File: src/logic/pwr_guard_pkg.sv
// Constants for the power-state and write-guard block
package pwr_guard_pkg;
  localparam int unsigned CLK_PERIOD_NS      = 5;
  // Standby return delay after a plain stop, ns
  localparam int unsigned STOP_IDLE_NS       = 200;
  localparam int unsigned STOP_IDLE_CYC      = (STOP_IDLE_NS / CLK_PERIOD_NS) < 1 ? 1 :
                                               (STOP_IDLE_NS / CLK_PERIOD_NS);
  // Write cycle time, ms, and its length in clocks
  localparam int unsigned WRITE_CYCLE_MS     = 10;
  localparam int unsigned WRITE_CYCLE_CYC    = WRITE_CYCLE_MS * 1000000 / CLK_PERIOD_NS;
  // Power-on hold times, ms, one per delay select code
  localparam int unsigned HOLD_50_MS         = 50;
  localparam int unsigned HOLD_200_MS        = 200;
  localparam int unsigned HOLD_400_MS        = 400;
  localparam int unsigned HOLD_800_MS        = 800;
  localparam int unsigned HOLD_50_CYC        = HOLD_50_MS * 1000000 / CLK_PERIOD_NS;
  localparam int unsigned HOLD_200_CYC       = HOLD_200_MS * 1000000 / CLK_PERIOD_NS;
  localparam int unsigned HOLD_400_CYC       = HOLD_400_MS * 1000000 / CLK_PERIOD_NS;
  localparam int unsigned HOLD_800_CYC       = HOLD_800_MS * 1000000 / CLK_PERIOD_NS;
  // Serial clocks after start before a bad type byte returns to standby
  localparam logic [3:0]  MISMATCH_SCL_CNT   = 4'h9;
  // Clocks in one data byte plus acknowledge
  localparam logic [3:0]  BYTE_ACK_CLKS      = 4'h9;
  // Steps of the control-register unlock sequence
  localparam logic [1:0]  UNLOCK_STEPS       = 2'h3;
  // Delay select reset value (200 ms code)
  localparam logic [1:0]  HOLD_SEL_RST       = 2'h1;
  localparam logic        WR_LATCH_RST       = 1'b0;

  typedef enum logic [3:0] {
    ST_STANDBY = 4'h1,
    ST_ACTIVE  = 4'h2,
    ST_STOPWT  = 4'h4,
    ST_WRITING = 4'h8
  } pwr_state_t;
endpackage

File: src/logic/pwr_guard.sv
// Power-state tracking and inadvertent-write guard
module pwr_guard
  import pwr_guard_pkg::*;
#(
  parameter int unsigned HOLD_50_P  = HOLD_50_CYC,      // 50 ms hold in clocks
  parameter int unsigned HOLD_200_P = HOLD_200_CYC,     // 200 ms hold in clocks
  parameter int unsigned HOLD_400_P = HOLD_400_CYC,     // 400 ms hold in clocks
  parameter int unsigned HOLD_800_P = HOLD_800_CYC,     // 800 ms hold in clocks
  parameter int unsigned WRITE_P    = WRITE_CYCLE_CYC   // write cycle in clocks
) (
  input  wire logic sys_clk_i,                 // 200 MHz clock
  input  wire logic rst_n_i,                   // Power-on reset, active low
  input  wire logic start_det_i,               // Pulse: start condition seen
  input  wire logic stop_det_i,                // Pulse: stop condition seen
  input  wire logic scl_rise_i,                // Pulse: serial clock rising edge
  input  wire logic type_match_i,              // Pulse: address type bits matched
  input  wire logic type_miss_i,               // Pulse: address type bits wrong
  input  wire logic wr_op_i,                   // Level: current transfer is a write
  input  wire logic data_byte_i,               // Pulse: data byte plus ack done
  input  wire logic wr_latch_set_i,            // Pulse: set write-enable latch
  input  wire logic wr_latch_clr_i,            // Pulse: clear write-enable latch
  input  wire logic unlock_step_i,             // Pulse: valid unlock step seen
  input  wire logic unlock_abort_i,            // Pulse: wrong unlock step
  input  wire logic ctrl_wr_req_i,             // Pulse: control register write request
  input  wire logic power_on_delay_sel_hi_i,   // Hold select high bit
  input  wire logic power_on_delay_sel_lo_i,   // Hold select low bit
  output logic      sda_o,                     // Data line output value
  output logic      sda_oe_o,                  // Data line drive enable
  output logic      active_o,                  // Device is active
  output logic      busy_o,                    // Nonvolatile write in progress
  output logic      nack_addr_o,               // Withhold address acknowledge
  output logic      write_launch_o,            // Pulse: nonvolatile write begins
  output logic      ctrl_wr_ok_o,              // Pulse: control write accepted
  output logic      write_enable_latch_o,      // Write-enable latch state
  output logic      sup_reset_o                // Supervisor reset, active high
);

  pwr_state_t  state_ff;
  pwr_state_t  nxt_state;
  logic [31:0] hold_cnt_ff;
  logic [31:0] tmr_ff;
  logic [3:0]  scl_cnt_ff;
  logic        miss_ff;
  logic        byte_ok_ff;
  logic        addr_ok_ff;
  logic        wr_latch_ff;
  logic [1:0]  unlock_ff;
  logic        hold_done_ff;
  logic [1:0]  hold_sel;
  logic        launch;

  // Hold length for the two-bit select code
  function automatic logic [31:0] hold_len(input logic [1:0] sel);
    case (sel)
      2'h0:    hold_len = 32'(HOLD_50_P);
      2'h1:    hold_len = 32'(HOLD_200_P);
      2'h2:    hold_len = 32'(HOLD_400_P);
      default: hold_len = 32'(HOLD_800_P);
    endcase
  endfunction

  // Power-on hold counter; zeroed by every reset so the hold is uninterrupted.
  // Done flag is sticky: a later select change must not re-assert reset.
  always_ff @(posedge sys_clk_i or negedge rst_n_i) begin
    if (!rst_n_i) begin
      hold_cnt_ff  <= 32'h0;
      hold_done_ff <= 1'b0;
    end else if (!hold_done_ff) begin
      hold_cnt_ff <= hold_cnt_ff + 32'h1;
      if (hold_cnt_ff >= hold_len(hold_sel) - 32'h1) begin
        hold_done_ff <= 1'b1;
      end
    end
  end
  assign hold_sel    = {power_on_delay_sel_hi_i, power_on_delay_sel_lo_i};
  assign sup_reset_o = !hold_done_ff;

  // Write-enable latch; clear at power-up, set request wins over clear
  always_ff @(posedge sys_clk_i or negedge rst_n_i) begin
    if (!rst_n_i) begin
      wr_latch_ff <= WR_LATCH_RST;
    end else if (wr_latch_set_i) begin
      wr_latch_ff <= 1'b1;
    end else if (wr_latch_clr_i) begin
      wr_latch_ff <= 1'b0;
    end
  end
  assign write_enable_latch_o = wr_latch_ff;

  // Unlock sequence progress; any abort or control write request, accepted or not, starts over
  always_ff @(posedge sys_clk_i or negedge rst_n_i) begin
    if (!rst_n_i) begin
      unlock_ff <= 2'h0;
    end else if (unlock_abort_i || ctrl_wr_req_i) begin
      unlock_ff <= 2'h0;
    end else if (unlock_step_i && unlock_ff != UNLOCK_STEPS) begin
      unlock_ff <= unlock_ff + 2'h1;
    end
  end
  assign ctrl_wr_ok_o = ctrl_wr_req_i && (unlock_ff == UNLOCK_STEPS) && wr_latch_ff;

  // Serial clocks since start and data-byte completion tracking
  always_ff @(posedge sys_clk_i or negedge rst_n_i) begin
    if (!rst_n_i) begin
      scl_cnt_ff <= 4'h0;
      miss_ff    <= 1'b0;
      byte_ok_ff <= 1'b0;
      addr_ok_ff <= 1'b0;
    end else if (start_det_i) begin
      scl_cnt_ff <= 4'h0;
      miss_ff    <= 1'b0;
      byte_ok_ff <= 1'b0;
      addr_ok_ff <= 1'b0;
    end else begin
      if (scl_rise_i && scl_cnt_ff != MISMATCH_SCL_CNT) begin
        scl_cnt_ff <= scl_cnt_ff + 4'h1;
      end
      // A write is only ours once the type bits have matched
      if (type_match_i) begin
        addr_ok_ff <= 1'b1;
      end
      if (type_miss_i) begin
        miss_ff <= 1'b1;
      end
      // Only whole byte plus ack counts; a partial byte stays refused
      if (data_byte_i) begin
        byte_ok_ff <= 1'b1;
      end
    end
  end

  // Launch needs latch set, write transfer and a full data byte
  assign launch         = (state_ff == ST_ACTIVE) && stop_det_i && wr_op_i && wr_latch_ff && addr_ok_ff &&
                          byte_ok_ff;
  assign write_launch_o = launch;

  // Power state sequencing
  always_comb begin
    nxt_state = state_ff;
    case (state_ff)
      ST_STANDBY: begin
        if (start_det_i) nxt_state = ST_ACTIVE;
      end
      ST_ACTIVE: begin
        if (launch) nxt_state = ST_WRITING;
        else if (stop_det_i) nxt_state = ST_STOPWT;
        else if (miss_ff && scl_cnt_ff == MISMATCH_SCL_CNT) nxt_state = ST_STANDBY;
      end
      ST_STOPWT: begin
        if (start_det_i) nxt_state = ST_ACTIVE;
        else if (tmr_ff == 32'(STOP_IDLE_CYC - 1)) nxt_state = ST_STANDBY;
      end
      ST_WRITING: begin
        if (tmr_ff == 32'(WRITE_P - 1)) nxt_state = ST_STANDBY;
      end
      default: nxt_state = ST_STANDBY;
    endcase
  end

  always_ff @(posedge sys_clk_i or negedge rst_n_i) begin
    if (!rst_n_i) begin
      state_ff <= ST_STANDBY;
    end else begin
      state_ff <= nxt_state;
    end
  end

  // Delay timer restarts on every state change
  always_ff @(posedge sys_clk_i or negedge rst_n_i) begin
    if (!rst_n_i) begin
      tmr_ff <= 32'h0;
    end else if (nxt_state != state_ff) begin
      tmr_ff <= 32'h0;
    end else begin
      tmr_ff <= tmr_ff + 32'h1;
    end
  end

  assign active_o    = state_ff != ST_STANDBY;
  assign busy_o      = state_ff == ST_WRITING;
  // Polling master sees no acknowledge until the cycle ends
  assign nack_addr_o = busy_o;
  // Data line never driven by this block; it only releases it
  assign sda_o       = 1'b0;
  assign sda_oe_o    = 1'b0;
endmodule

File: config.mk
export PLATFORM = sky130hd
export DESIGN_NAME = pwr_guard
export DESIGN_NICKNAME = d
export VERILOG_FILES = /design/src/logic/pwr_guard_pkg.sv /design/src/logic/pwr_guard.sv
export SDC_FILE = /design/constraint.sdc
export NUM_CORES = 1
export LEC_CHECK = 0
export BUFFER_PORTS_ARGS = -buffer_cell sky130_fd_sc_hd__clkbuf_2
export CELL_PAD_IN_SITES_DETAIL_PLACEMENT = 1
export CELL_PAD_IN_SITES_GLOBAL_PLACEMENT = 1
export CORE_MARGIN = 5
export CORE_UTILIZATION = 48
export CTS_CLUSTER_DIAMETER = 120
export DETAILED_ROUTE_END_ITERATION = 8
export PLACE_DENSITY_LB_ADDON = 0.05
export SKIP_CTS_REPAIR_TIMING = 1
export SYNTH_ARGS = -nofsm -noshare
export SYNTH_HDL_FRONTEND = slang
export SYNTH_SLANG_ARGS = --single-unit
File: constraint.sdc
create_clock -name sys_clk_i -period 5 [get_ports sys_clk_i]
set_clock_uncertainty 0.2 [all_clocks]
set_input_delay 0.5 -clock sys_clk_i [delete_from_list [all_inputs] [get_ports sys_clk_i]]
set_output_delay 0.5 -clock sys_clk_i [all_outputs]
set_load 0.05 [all_outputs]
==> flow_metrics.env, run 1 <==
export IMPL_setup_worst_path_class="register to output pin"
export IMPL_synth_ff_type="dfrtp_1"
export IMPL_powerDensity_mw_per_mm2=299
export IMPL_nets=545
export IMPL_place_ws_ns=2.14
export IMPL_fmax_mhz=343
export IMPL_stdcell_count=634
export IMPL_grt_max_degree=80
export IMPL_antenna_found_initial=0
export IMPL_power_leakage_uw=0.00237
export IMPL_avgSynthCellArea_um2=9.96
export IMPL_ant_nets=0
export IMPL_syn2layout_area_growth_pct=8.73
export IMPL_h_tree_depth=3
export IMPL_rsz0062_at_grt="false"
export IMPL_hold_class="input pin to asynchronous set/reset pin"
export IMPL_synth_top_area_share_pct=41.5
export IMPL_clkSinkCount=79
export IMPL_rrSetupSlack_ns=2.17
export IMPL_clock_root_buffer="clkbuf_8"
export IMPL_synth_seq_cells=79
export IMPL_slowest_stage="or4b_4"
export IMPL_crit_arrival_ns=2.21
export IMPL_die_area_mm2=0.0119
export IMPL_num_vias=3431
export IMPL_dr_pass1_iters=4
export IMPL_fin_crit_ns=2.91
export IMPL_die_x_um=109
export IMPL_crit_fanout=8
export IMPL_seq_area_mm2=0.00198
export IMPL_placement_rows=36
export IMPL_multi_input_area_mm2=0.00257
export IMPL_timing_max_cap_violations=0
export IMPL_die_height_um=109
export IMPL_hpwl_um=7230
export IMPL_core_region_area_mm2=0.00968
export IMPL_setup_slack_ns=2.09
export IMPL_p_total_uw=1530
export IMPL_slew_headroom_pct=24.0
export IMPL_dp_cells=618
export IMPL_async_flop_share_pct=100
export IMPL_synth_edff_count=0
export IMPL_tightest_slew_ns=1.13
export IMPL_grt_total_usage_pct=19.0
export IMPL_ys_types=59
export IMPL_ys_warn_count=0
export IMPL_drc=0
export IMPL_p_sw_uw=532
export IMPL_yosysSeqAreaShare_pct=42.1
export IMPL_p_int_uw=995
export IMPL_clkLatencyLatePin_ns=0.35
export IMPL_drt_first_iter_violations=131
export IMPL_start_util_pct=48.5
export IMPL_critPathTopFamily="simple AND/OR/NAND/NOR gates"
export IMPL_worstPathCellList="or4b_4, or3_1, inv_1, clkbuf_2"
export IMPL_finalHoldViolations=0
export IMPL_cts_buffers=9
export IMPL_wl_um=9880
export IMPL_diodes=0
export IMPL_netlist_area_mm2=0.00470
export IMPL_synth_area_leaders="dfrtp_1 (42%), xnor2_1 (9.3%), ha_1 (8.8%)"
export IMPL_status="completed"
export IMPL_clockPowerShare_pct=30.9
export IMPL_setup_viol=0
export IMPL_synth_largest_area_cell="dfrtp_1"
export IMPL_cp_required_ns=4.30
export IMPL_clkTransAtPathRegs_ns=0.09
export IMPL_max_stage_delay_ns=0.58
export IMPL_fin_hold_ws_ns=0.103
export IMPL_grt_pass1_wl_um=18000
export IMPL_peakVddDrop_mv=0.224
export IMPL_cp_start_kind="register"
export IMPL_ys_top_cells_by_count="dfrtp_1 (78), nand2_1 (57), xnor2_1 (50)"
export IMPL_end_kind="output pin"
export IMPL_p_comb_share_pct=23.8
export IMPL_ioPinCount=25
export IMPL_crit_buf_inv=2
export IMPL_wl_per_cell_um=15.6
export IMPL_drive_gt1_share_pct=17.6
export IMPL_grt_pass1_vias=3739
export IMPL_netlist_instances=472
export IMPL_overflow=0
export IMPL_io_buffers=22
export IMPL_via_per_inst=5.41
export IMPL_slew_viol_final=0
export IMPL_yosysMostFrequentCell="dfrtp_1"
export IMPL_gp_congestion=0.797
export IMPL_switching_share_pct=34.8
export IMPL_cts_tree="built"
export IMPL_tns_ns=0
export IMPL_fill_cells=1082
export IMPL_fin_crit_sh_pct=58.3
export IMPL_seq_power_share_pct=45.4
export IMPL_clock_path_buffers=2
==> cells by family (layout without fill, tap and decap cells) <==
family	after synthesis	count (layout)	share of synthesized area [%]
adders and majority gates	33	33	8.78
AOI/OAI and AO/OA	37	37	5.64
buffers and inverters	32	60	3.59
muxes	3	3	0.745
and+or+nand+nor	221	221	26.8
other	1	2	0.0798
DFF	79	79	42.1
xor gates and xnor gates	66	66	12.3
==> cells in the final DEF (no fill, tap or decap), types with 3 or more instances in the layout <==
cell / instances
dfrtp_1: 78
nand2_1: 57
xnor2_1: 50
ha_1: 33
nor2_2: 30
nand3_1: 27
nor2_1: 22
clkbuf_2: 21
nand4_1: 19
inv_1: 18
xor2_1: 16
and3_1: 12
clkbuf_8: 9
and4_1: 8
a21oi_1: 8
nor3_1: 8
o21ai_0: 5
a21o_1: 5
buf_4: 5
or3_1: 4
nor4_1: 4
nand2b_1: 3
nor4_2: 3
and4_2: 3
and2_1: 3
==> flip-flops by register name, indices dropped and copies added (netlist names) <==
signal,count
tmr_ff,32
scl_cnt_ff,4
state_ff,4
addr_ok_ff,1
byte_ok_ff,1
write_enable_latch_o,1
miss_ff,1
hold_done_ff,1
hold_cnt_ff,32
unlock_ff,2
==> through the flow <==
stage | util (%) | cell area [µm²]
floorplan | - | 4700
global placement | 50.8 | 4920
detailed placement | 50.8 | 4920
CTS | 52.8 | 5110
global route | 52.8 | 5110
finish | 52.8 | 5110
==> path summary, 6_finish.rpt <==
path	from	end	cells after the start
max in group asynchronous	rst_n_i	hold_cnt_ff[26]	1
min in group sys_clk_i	unlock_abort_i	unlock_ff[0]	2
setup reg to reg	tmr_ff[11]	tmr_ff[31]	7
hold / removal	rst_n_i	scl_cnt_ff[2]	1
setup / recovery	state_ff[2]	write_launch_o	4
hold reg to reg	hold_cnt_ff[31]	hold_cnt_ff[31]	1
==> power by group through the flow <==
stage	Clock, µW	Combinational [µW]	Sequential, µW
after floorplan	0	321	690
after global placement	0	363	703
after detailed placement	0	370	705
after CTS	486	372	692
after global routing	522	404	697
final	471	363	693
==> area by class of cell <==
type / instances / area share [%]
Multi-Input combinational cell: 362 / 50.2
Sequential cell: 79 / 38.7
Tap cell: 133 / 3.26
Clock buffer: 11 / 2.57
Clock inverter: 5 / 1.15
Timing Repair Buffer: 26 / 2.79
Inverter: 18 / 1.32
==> per-layer routing <==
layer  global-route usage (%)  routed length, µm  share of wire [%]
met2                     33.0               5030                 51
met1                     24.5               4500                 46
met3                     3.26                207                2.1
met5                        0                  0                  0
met4                     5.14                131                1.3
==> worst register-to-register path: stages (launching register included) <==
cell      delay, ns
dfrtp_1        0.43
nor4_2         0.36
nand4_2        0.21
or3_1          0.40
o221ai_2       0.27
mux2i_4        0.27
buf_4          0.46
nor2_1         0.12
Power figures use the tool's default switching activity.
==> inputs of run 2 (changes only) <==
--- a/config.mk
+++ b/config.mk
@@ -5,11 +5,12 @@
 export SDC_FILE = /design/constraint.sdc
 export NUM_CORES = 1
 export LEC_CHECK = 0
+export ABC_AREA = 1
 export BUFFER_PORTS_ARGS = -buffer_cell sky130_fd_sc_hd__clkbuf_2
 export CELL_PAD_IN_SITES_DETAIL_PLACEMENT = 1
 export CELL_PAD_IN_SITES_GLOBAL_PLACEMENT = 1
 export CORE_MARGIN = 5
-export CORE_UTILIZATION = 48
+export CORE_UTILIZATION = 46
 export CTS_CLUSTER_DIAMETER = 120
 export DETAILED_ROUTE_END_ITERATION = 8
 export PLACE_DENSITY_LB_ADDON = 0.05
==> constraint.sdc (replaced) <==
create_clock -name sys_clk_i -period 3.05 [get_ports sys_clk_i]
set_clock_uncertainty 0.2 [all_clocks]
set_input_delay 0.305 -clock sys_clk_i [delete_from_list [all_inputs] [get_ports sys_clk_i]]
set_output_delay 0.305 -clock sys_clk_i [all_outputs]
set_load 0.05 [all_outputs]
==> flow_metrics.env, run 2 <==
export IMPL_fin_crit_ns=2.44
export IMPL_clkSinkCount=79
export IMPL_cp_start_kind="register"
export IMPL_avgSynthCellArea_um2=7.76
export IMPL_ioPinCount=25
export IMPL_finalHoldViolations=0
export IMPL_hp_start="unlock_abort_i"
export IMPL_ant_nets=0
export IMPL_setup_viol=0
export IMPL_grt_pass1_wl_um=22100
export IMPL_gp_congestion=0.882
export IMPL_placement_rows=38
export IMPL_power_leakage_uw=0.00266
export IMPL_fin_hold_ws_ns=0.00481
export IMPL_fill_cells=1394
export IMPL_powerDensity_mw_per_mm2=444
export IMPL_h_tree_depth=3
export IMPL_reg2regPathDepth=12
export IMPL_synth_seq_cells=79
export IMPL_die_height_um=116
export IMPL_tns_ns=0
export IMPL_tightest_slew_ns=1.03
export IMPL_fmax_mhz=411
export IMPL_syn2layout_area_growth_pct=10.3
export IMPL_fin_crit_sh_pct=79.8
export IMPL_ys_types=36
export IMPL_slew_headroom_pct=31.5
export IMPL_io_buffers=22
export IMPL_seq_area_mm2=0.00198
export IMPL_end_kind="register"
export IMPL_synth_ff_type="dfrtp_1"
export IMPL_wl_um=12900
export IMPL_yosys_mux_area_fraction_pct=0
export IMPL_hpwl_um=10100
export IMPL_overflow=0
export IMPL_status="completed"
export IMPL_die_x_um=116
export IMPL_synth_top_area_share_pct=38.0
export IMPL_drc=0
export IMPL_stdcell_count=840
export IMPL_synth_edff_count=0
export IMPL_grt_total_usage_pct=21.0
export IMPL_async_flop_share_pct=100
export IMPL_rsz0062_at_grt="false"
export IMPL_hold_path_end="unlock_ff[1]"
export IMPL_max_stage_delay_ns=0.40
export IMPL_diodes=0
export IMPL_antenna_found_initial=0
export IMPL_yosysMostFrequentCell="nand2_1"
export IMPL_cts_tree="built"
export IMPL_rrSetupSlack_ns=0.61
export IMPL_crit_top_cell="nand2_1"
export IMPL_die_area_mm2=0.0134
export IMPL_ys_warn_count=0
export IMPL_synth_largest_area_cell="dfrtp_1"
export IMPL_clkLatencyLatePin_ns=0.38
export IMPL_netlist_instances=661
export IMPL_crit_fanout=17
export IMPL_layout_common_cells="nand2_1 (128), inv_1 (100), nor2_1 (96)"
export IMPL_crit_arrival_ns=2.54
export IMPL_clkTransAtPathRegs_ns=0.09
export IMPL_synth_top_family_by_area="simple AND/OR/NAND/NOR gates"
export IMPL_cts_buffers=9
export IMPL_slowest_stage="dfrtp_1"
export IMPL_drive_gt1_share_pct=11.4
export IMPL_grt_max_degree=80
export IMPL_peakVddDrop_mv=0.400
export IMPL_synth_adder_area_share_pct=8.05
export IMPL_yosysSeqAreaShare_pct=38.6
export IMPL_cp_required_ns=3.15
export IMPL_netlist_area_mm2=0.00513
export IMPL_multi_input_area_mm2=0.00270
export IMPL_synth_area_leaders="dfrtp_1 (38%), nand2_1 (9.4%), ha_1 (8.0%)"
export IMPL_grt_pass1_vias=4751
export IMPL_setup_worst_path_class="register to register"
export IMPL_hold_depth=4
export IMPL_clock_path_buffers=2
export IMPL_core_region_area_mm2=0.0109
export IMPL_num_vias=4324
export IMPL_dr_pass1_iters=4
export IMPL_stdcell_area_mm2=0.00566
export IMPL_wl_per_cell_um=15.4
export IMPL_synth_xor_area_share_pct=9.73
export IMPL_reg2reg_to="tmr_ff[11]"
export IMPL_worstPathCellList="ha_1, nand2_1, nor2_2, nand2_2, nor2_2, nand4_1, nand3_2, nand2_1, nand2_1, nand2_2, buf_12, nor2_1"
export IMPL_dp_cells=817
export IMPL_start_util_pct=47.1
export IMPL_drt_first_iter_violations=131
export IMPL_clock_root_buffer="clkbuf_8"
export IMPL_slew_viol_final=0
export IMPL_nets=744
export IMPL_reg2reg_from="tmr_ff[0]"
export IMPL_dpl_cell_area_mm2=0.00538
export IMPL_top_regs="hold_cnt_ff: 32 flops, tmr_ff: 32 flops"
export IMPL_synthSimpleGateAreaFrac_pct=30.9
export IMPL_final_common_cell="nand2_1"
export IMPL_synth_compound_area_share_pct=3.66
export IMPL_timing_max_cap_violations=0
export IMPL_ys_top_cells_by_count="nand2_1 (128), inv_1 (100), nor2_1 (96)"
export IMPL_via_per_inst=5.15
export IMPL_hold_class="input pin to register"
==> run 2: cell count changes in the layout (fill, tap and decap cells not counted), sizes merged, moves of 7 or more <==
cell,change
nand2,+78
and4,-11
nand4,+8
dlygate4sd3,+7
nor3,+22
xnor2,-38
xor2,+29
and3,-12
inv,+89
nor2,+69
==> run 2: area by class of cell <==
cell class | instances | area share (%)
repair buffers | 30 | 3.58
clock inverters | 7 | 1.55
clock buffers | 9 | 2.19
multi-input cells | 471 | 47.7
flip-flops and latches | 79 | 35.0
well taps | 140 | 3.10
inverters | 104 | 6.92
==> run 2: worst max path at each step <==
stage                                    start         end  cells past startpoint
after detailed placement             tmr_ff[0]  tmr_ff[11]                     12
after floorplan           write_enable_latch_o   tmr_ff[2]                     10
after global routing                 tmr_ff[0]  tmr_ff[11]                     12
final                                tmr_ff[0]  tmr_ff[11]                     12
after global placement              tmr_ff[23]  tmr_ff[15]                     13
after CTS                            tmr_ff[0]  tmr_ff[11]                     12
==> run 2: power breakdown <==
part	switching, µW	internal [µW]	total (µW)
Clock	449	398	847
Combinational	385	160	545
Sequential	32.1	1090	1120
Total	866	1640	2510
==> run 2: per-stage QoR <==
stage	power, µW	setup WS [ns]	util (%)
2_1_floorplan	1560	0.475	-
3_3_place_gp	1660	0.771	49.4
3_5_place_dp	1690	0.606	49.4
4_1_cts	2550	0.577	51.3
5_1_grt	2660	0.394	52.0
6_report	2510	0.615	52.0
==> run 2: layer usage <==
metal  wire length [µm]  vias to the layer above  GRT usage, %
met5                  0                        -             0
met4                388                        0          7.81
met3                320                       29          4.80
met2               6570                       52          37.2
met1               5630                     2093          24.7
li1                   -                     2150             -
==> run 2: critical path, delay by kind of cell, from the launching register on <==
kind                       cells  cell delay (ns)
and+or+nand+nor               10             1.25
DFF                            1             0.40
buffers and inverters          1             0.27
adders and majority gates      1             0.23
==> run 2: cells by family after synthesis <==
logic type / count (synthesis)
compound gates: 33
xor+xnor: 57
fa+ha+maj: 33
buf+inv: 112
flops: 79
other cells: 1
simple gates: 346
==> inputs of run 3 (changes only) <==
==> constraint.sdc (replaced) <==
create_clock -name sys_clk_i -period 2.5 [get_ports sys_clk_i]
set_clock_uncertainty 0.2 [all_clocks]
set_input_delay 0.25 -clock sys_clk_i [delete_from_list [all_inputs] [get_ports sys_clk_i]]
set_output_delay 0.25 -clock sys_clk_i [all_outputs]
set_load 0.05 [all_outputs]
==> flow_metrics.env, run 3 (synthesized netlist as in run 2, its figures left out) <==
export IMPL_fin_crit_ns=2.24
export IMPL_slew_headroom_pct=65.1
export IMPL_via_per_inst=5.12
export IMPL_top_regs="hold_cnt_ff: 32 flops, tmr_ff: 32 flops"
export IMPL_start_util_pct=47.1
export IMPL_hpwl_um=10400
export IMPL_setup_viol=0
export IMPL_dpl_cell_area_mm2=0.00541
export IMPL_wl_um=13500
export IMPL_layout_common_cells="nand2_1 (128), inv_1 (100), nor2_1 (96)"
export IMPL_core_region_area_mm2=0.0109
export IMPL_wl_per_cell_um=15.9
export IMPL_die_height_um=116
export IMPL_clkLatencyLatePin_ns=0.35
export IMPL_stdcell_count=850
export IMPL_powerDensity_mw_per_mm2=530
export IMPL_ant_nets=0
export IMPL_clkTransAtPathRegs_ns=0.08
export IMPL_rsz0062_at_grt="false"
export IMPL_grt_pass1_vias=4689
export IMPL_cp_required_ns=2.54
export IMPL_grt_pass1_wl_um=22300
export IMPL_placement_rows=38
export IMPL_finalHoldViolations=0
export IMPL_dr_pass1_iters=4
export IMPL_num_vias=4356
export IMPL_hold_path_end="state_ff[2]"
export IMPL_antenna_found_initial=0
export IMPL_gp_congestion=0.865
export IMPL_setup_worst_path_class="register to register"
export IMPL_drc=0
export IMPL_io_buffers=22
export IMPL_fin_crit_sh_pct=89.6
export IMPL_reg2reg_to="hold_cnt_ff[28]"
export IMPL_fin_hold_ws_ns=0.00970
export IMPL_timing_max_cap_violations=0
export IMPL_tns_ns=0
export IMPL_drive_gt1_share_pct=11.4
export IMPL_fill_cells=1355
export IMPL_cts_tree="built"
export IMPL_hold_depth=3
export IMPL_cts_buffers=9
export IMPL_power_leakage_uw=0.00271
export IMPL_grt_total_usage_pct=21.1
export IMPL_h_tree_depth=3
export IMPL_clkSinkCount=79
export IMPL_hold_class="input pin to register"
export IMPL_syn2layout_area_growth_pct=12.3
export IMPL_nets=756
export IMPL_slew_viol_final=0
export IMPL_crit_arrival_ns=2.28
export IMPL_final_common_cell="nand2_1"
export IMPL_die_area_mm2=0.0134
export IMPL_clock_path_buffers=2
export IMPL_crit_fanout=4
export IMPL_reg2regPathDepth=9
export IMPL_clock_root_buffer="clkbuf_8"
export IMPL_end_kind="register"
export IMPL_drt_first_iter_violations=143
export IMPL_ioPinCount=25
export IMPL_setup_slack_ns=0.260
export IMPL_diodes=0
export IMPL_grt_max_degree=45
export IMPL_dp_cells=821
export IMPL_tightest_slew_ns=0.518
export IMPL_die_x_um=116
export IMPL_rrSetupSlack_ns=0.26
export IMPL_hp_start="stop_det_i"
export IMPL_peakVddDrop_mv=0.364
export IMPL_stdcell_area_mm2=0.00576
export IMPL_fmax_mhz=446
export IMPL_cp_start_kind="register"
export IMPL_overflow=0
export IMPL_reg2reg_from="hold_cnt_ff[0]"
export IMPL_place_ws_ns=0.266
export IMPL_status="completed"
## run 3: changes by cell type in the layout (fill, tap and decap cells not counted)
cell           before  now
nor3_2              2    1
clkinvlp_4          0    1
buf_4               1    5
clkinv_2            1    2
bufinv_16           1    2
dlygate4sd3_1       7   15
nor3_4              0    1
inv_6               2    0
clkinv_4            2    0
clkbuf_1            0    1
inv_8               2    0
## run 3: per-stage QoR
stage | util [%] | power [µW]
final | 52.9 | 3050
after global routing | 52.9 | 3220
after CTS | 51.6 | 3070
after detailed placement | 49.7 | 2040
after global placement | 49.7 | 2020
after floorplan | - | 1900
## run 3: report_power, final
group          switching, µW  internal (µW)  total, µW  leakage, µW
clock network            475            551       1030    0.0000982
logic                    477            190        667      0.00153
registers               38.2           1320       1360      0.00108
## run 3: final cells by class
cell class              count  area, µm²  share of cell area, %
clock buffers              10        128                   2.21
well taps                 140        175                   3.04
inverters                 104        392                   6.80
clock inverters             4       72.6                   1.26
repair buffers             42        313                   5.43
multi-input cells         471       2710                   46.9
flip-flops and latches     79       1980                   34.3
## run 3: worst max path at each step
stage                         start         endpoint  slack (ns)  cells past startpoint
6_report             hold_cnt_ff[0]  hold_cnt_ff[28]        0.26                      9
4_1_cts              hold_cnt_ff[0]  hold_cnt_ff[28]        0.24                      9
3_5_place_dp         hold_cnt_ff[0]  hold_cnt_ff[28]        0.27                      9
3_3_place_gp         hold_cnt_ff[0]  hold_cnt_ff[28]        0.33                      9
2_1_floorplan  write_enable_latch_o        tmr_ff[2]        0.13                     10
5_1_grt                   tmr_ff[0]       tmr_ff[13]        0.08                     11
## run 3: routing by layer
layer	global-route usage, %	wire [µm]
met2	38.9	7230
met4	6.81	205
met5	0	0
met3	3.13	210
met1	25.2	5880
## run 3: worst max-delay path: stages, from the launching register on
cell     delay [ns]
dfrtp_1        0.44
ha_1           0.24
nand4_2        0.17
nor2_4         0.16
nand2_2        0.08
nor2_2         0.20
nand4_1        0.18
nor2_1         0.22
nand2_1        0.09
xor2_1         0.15
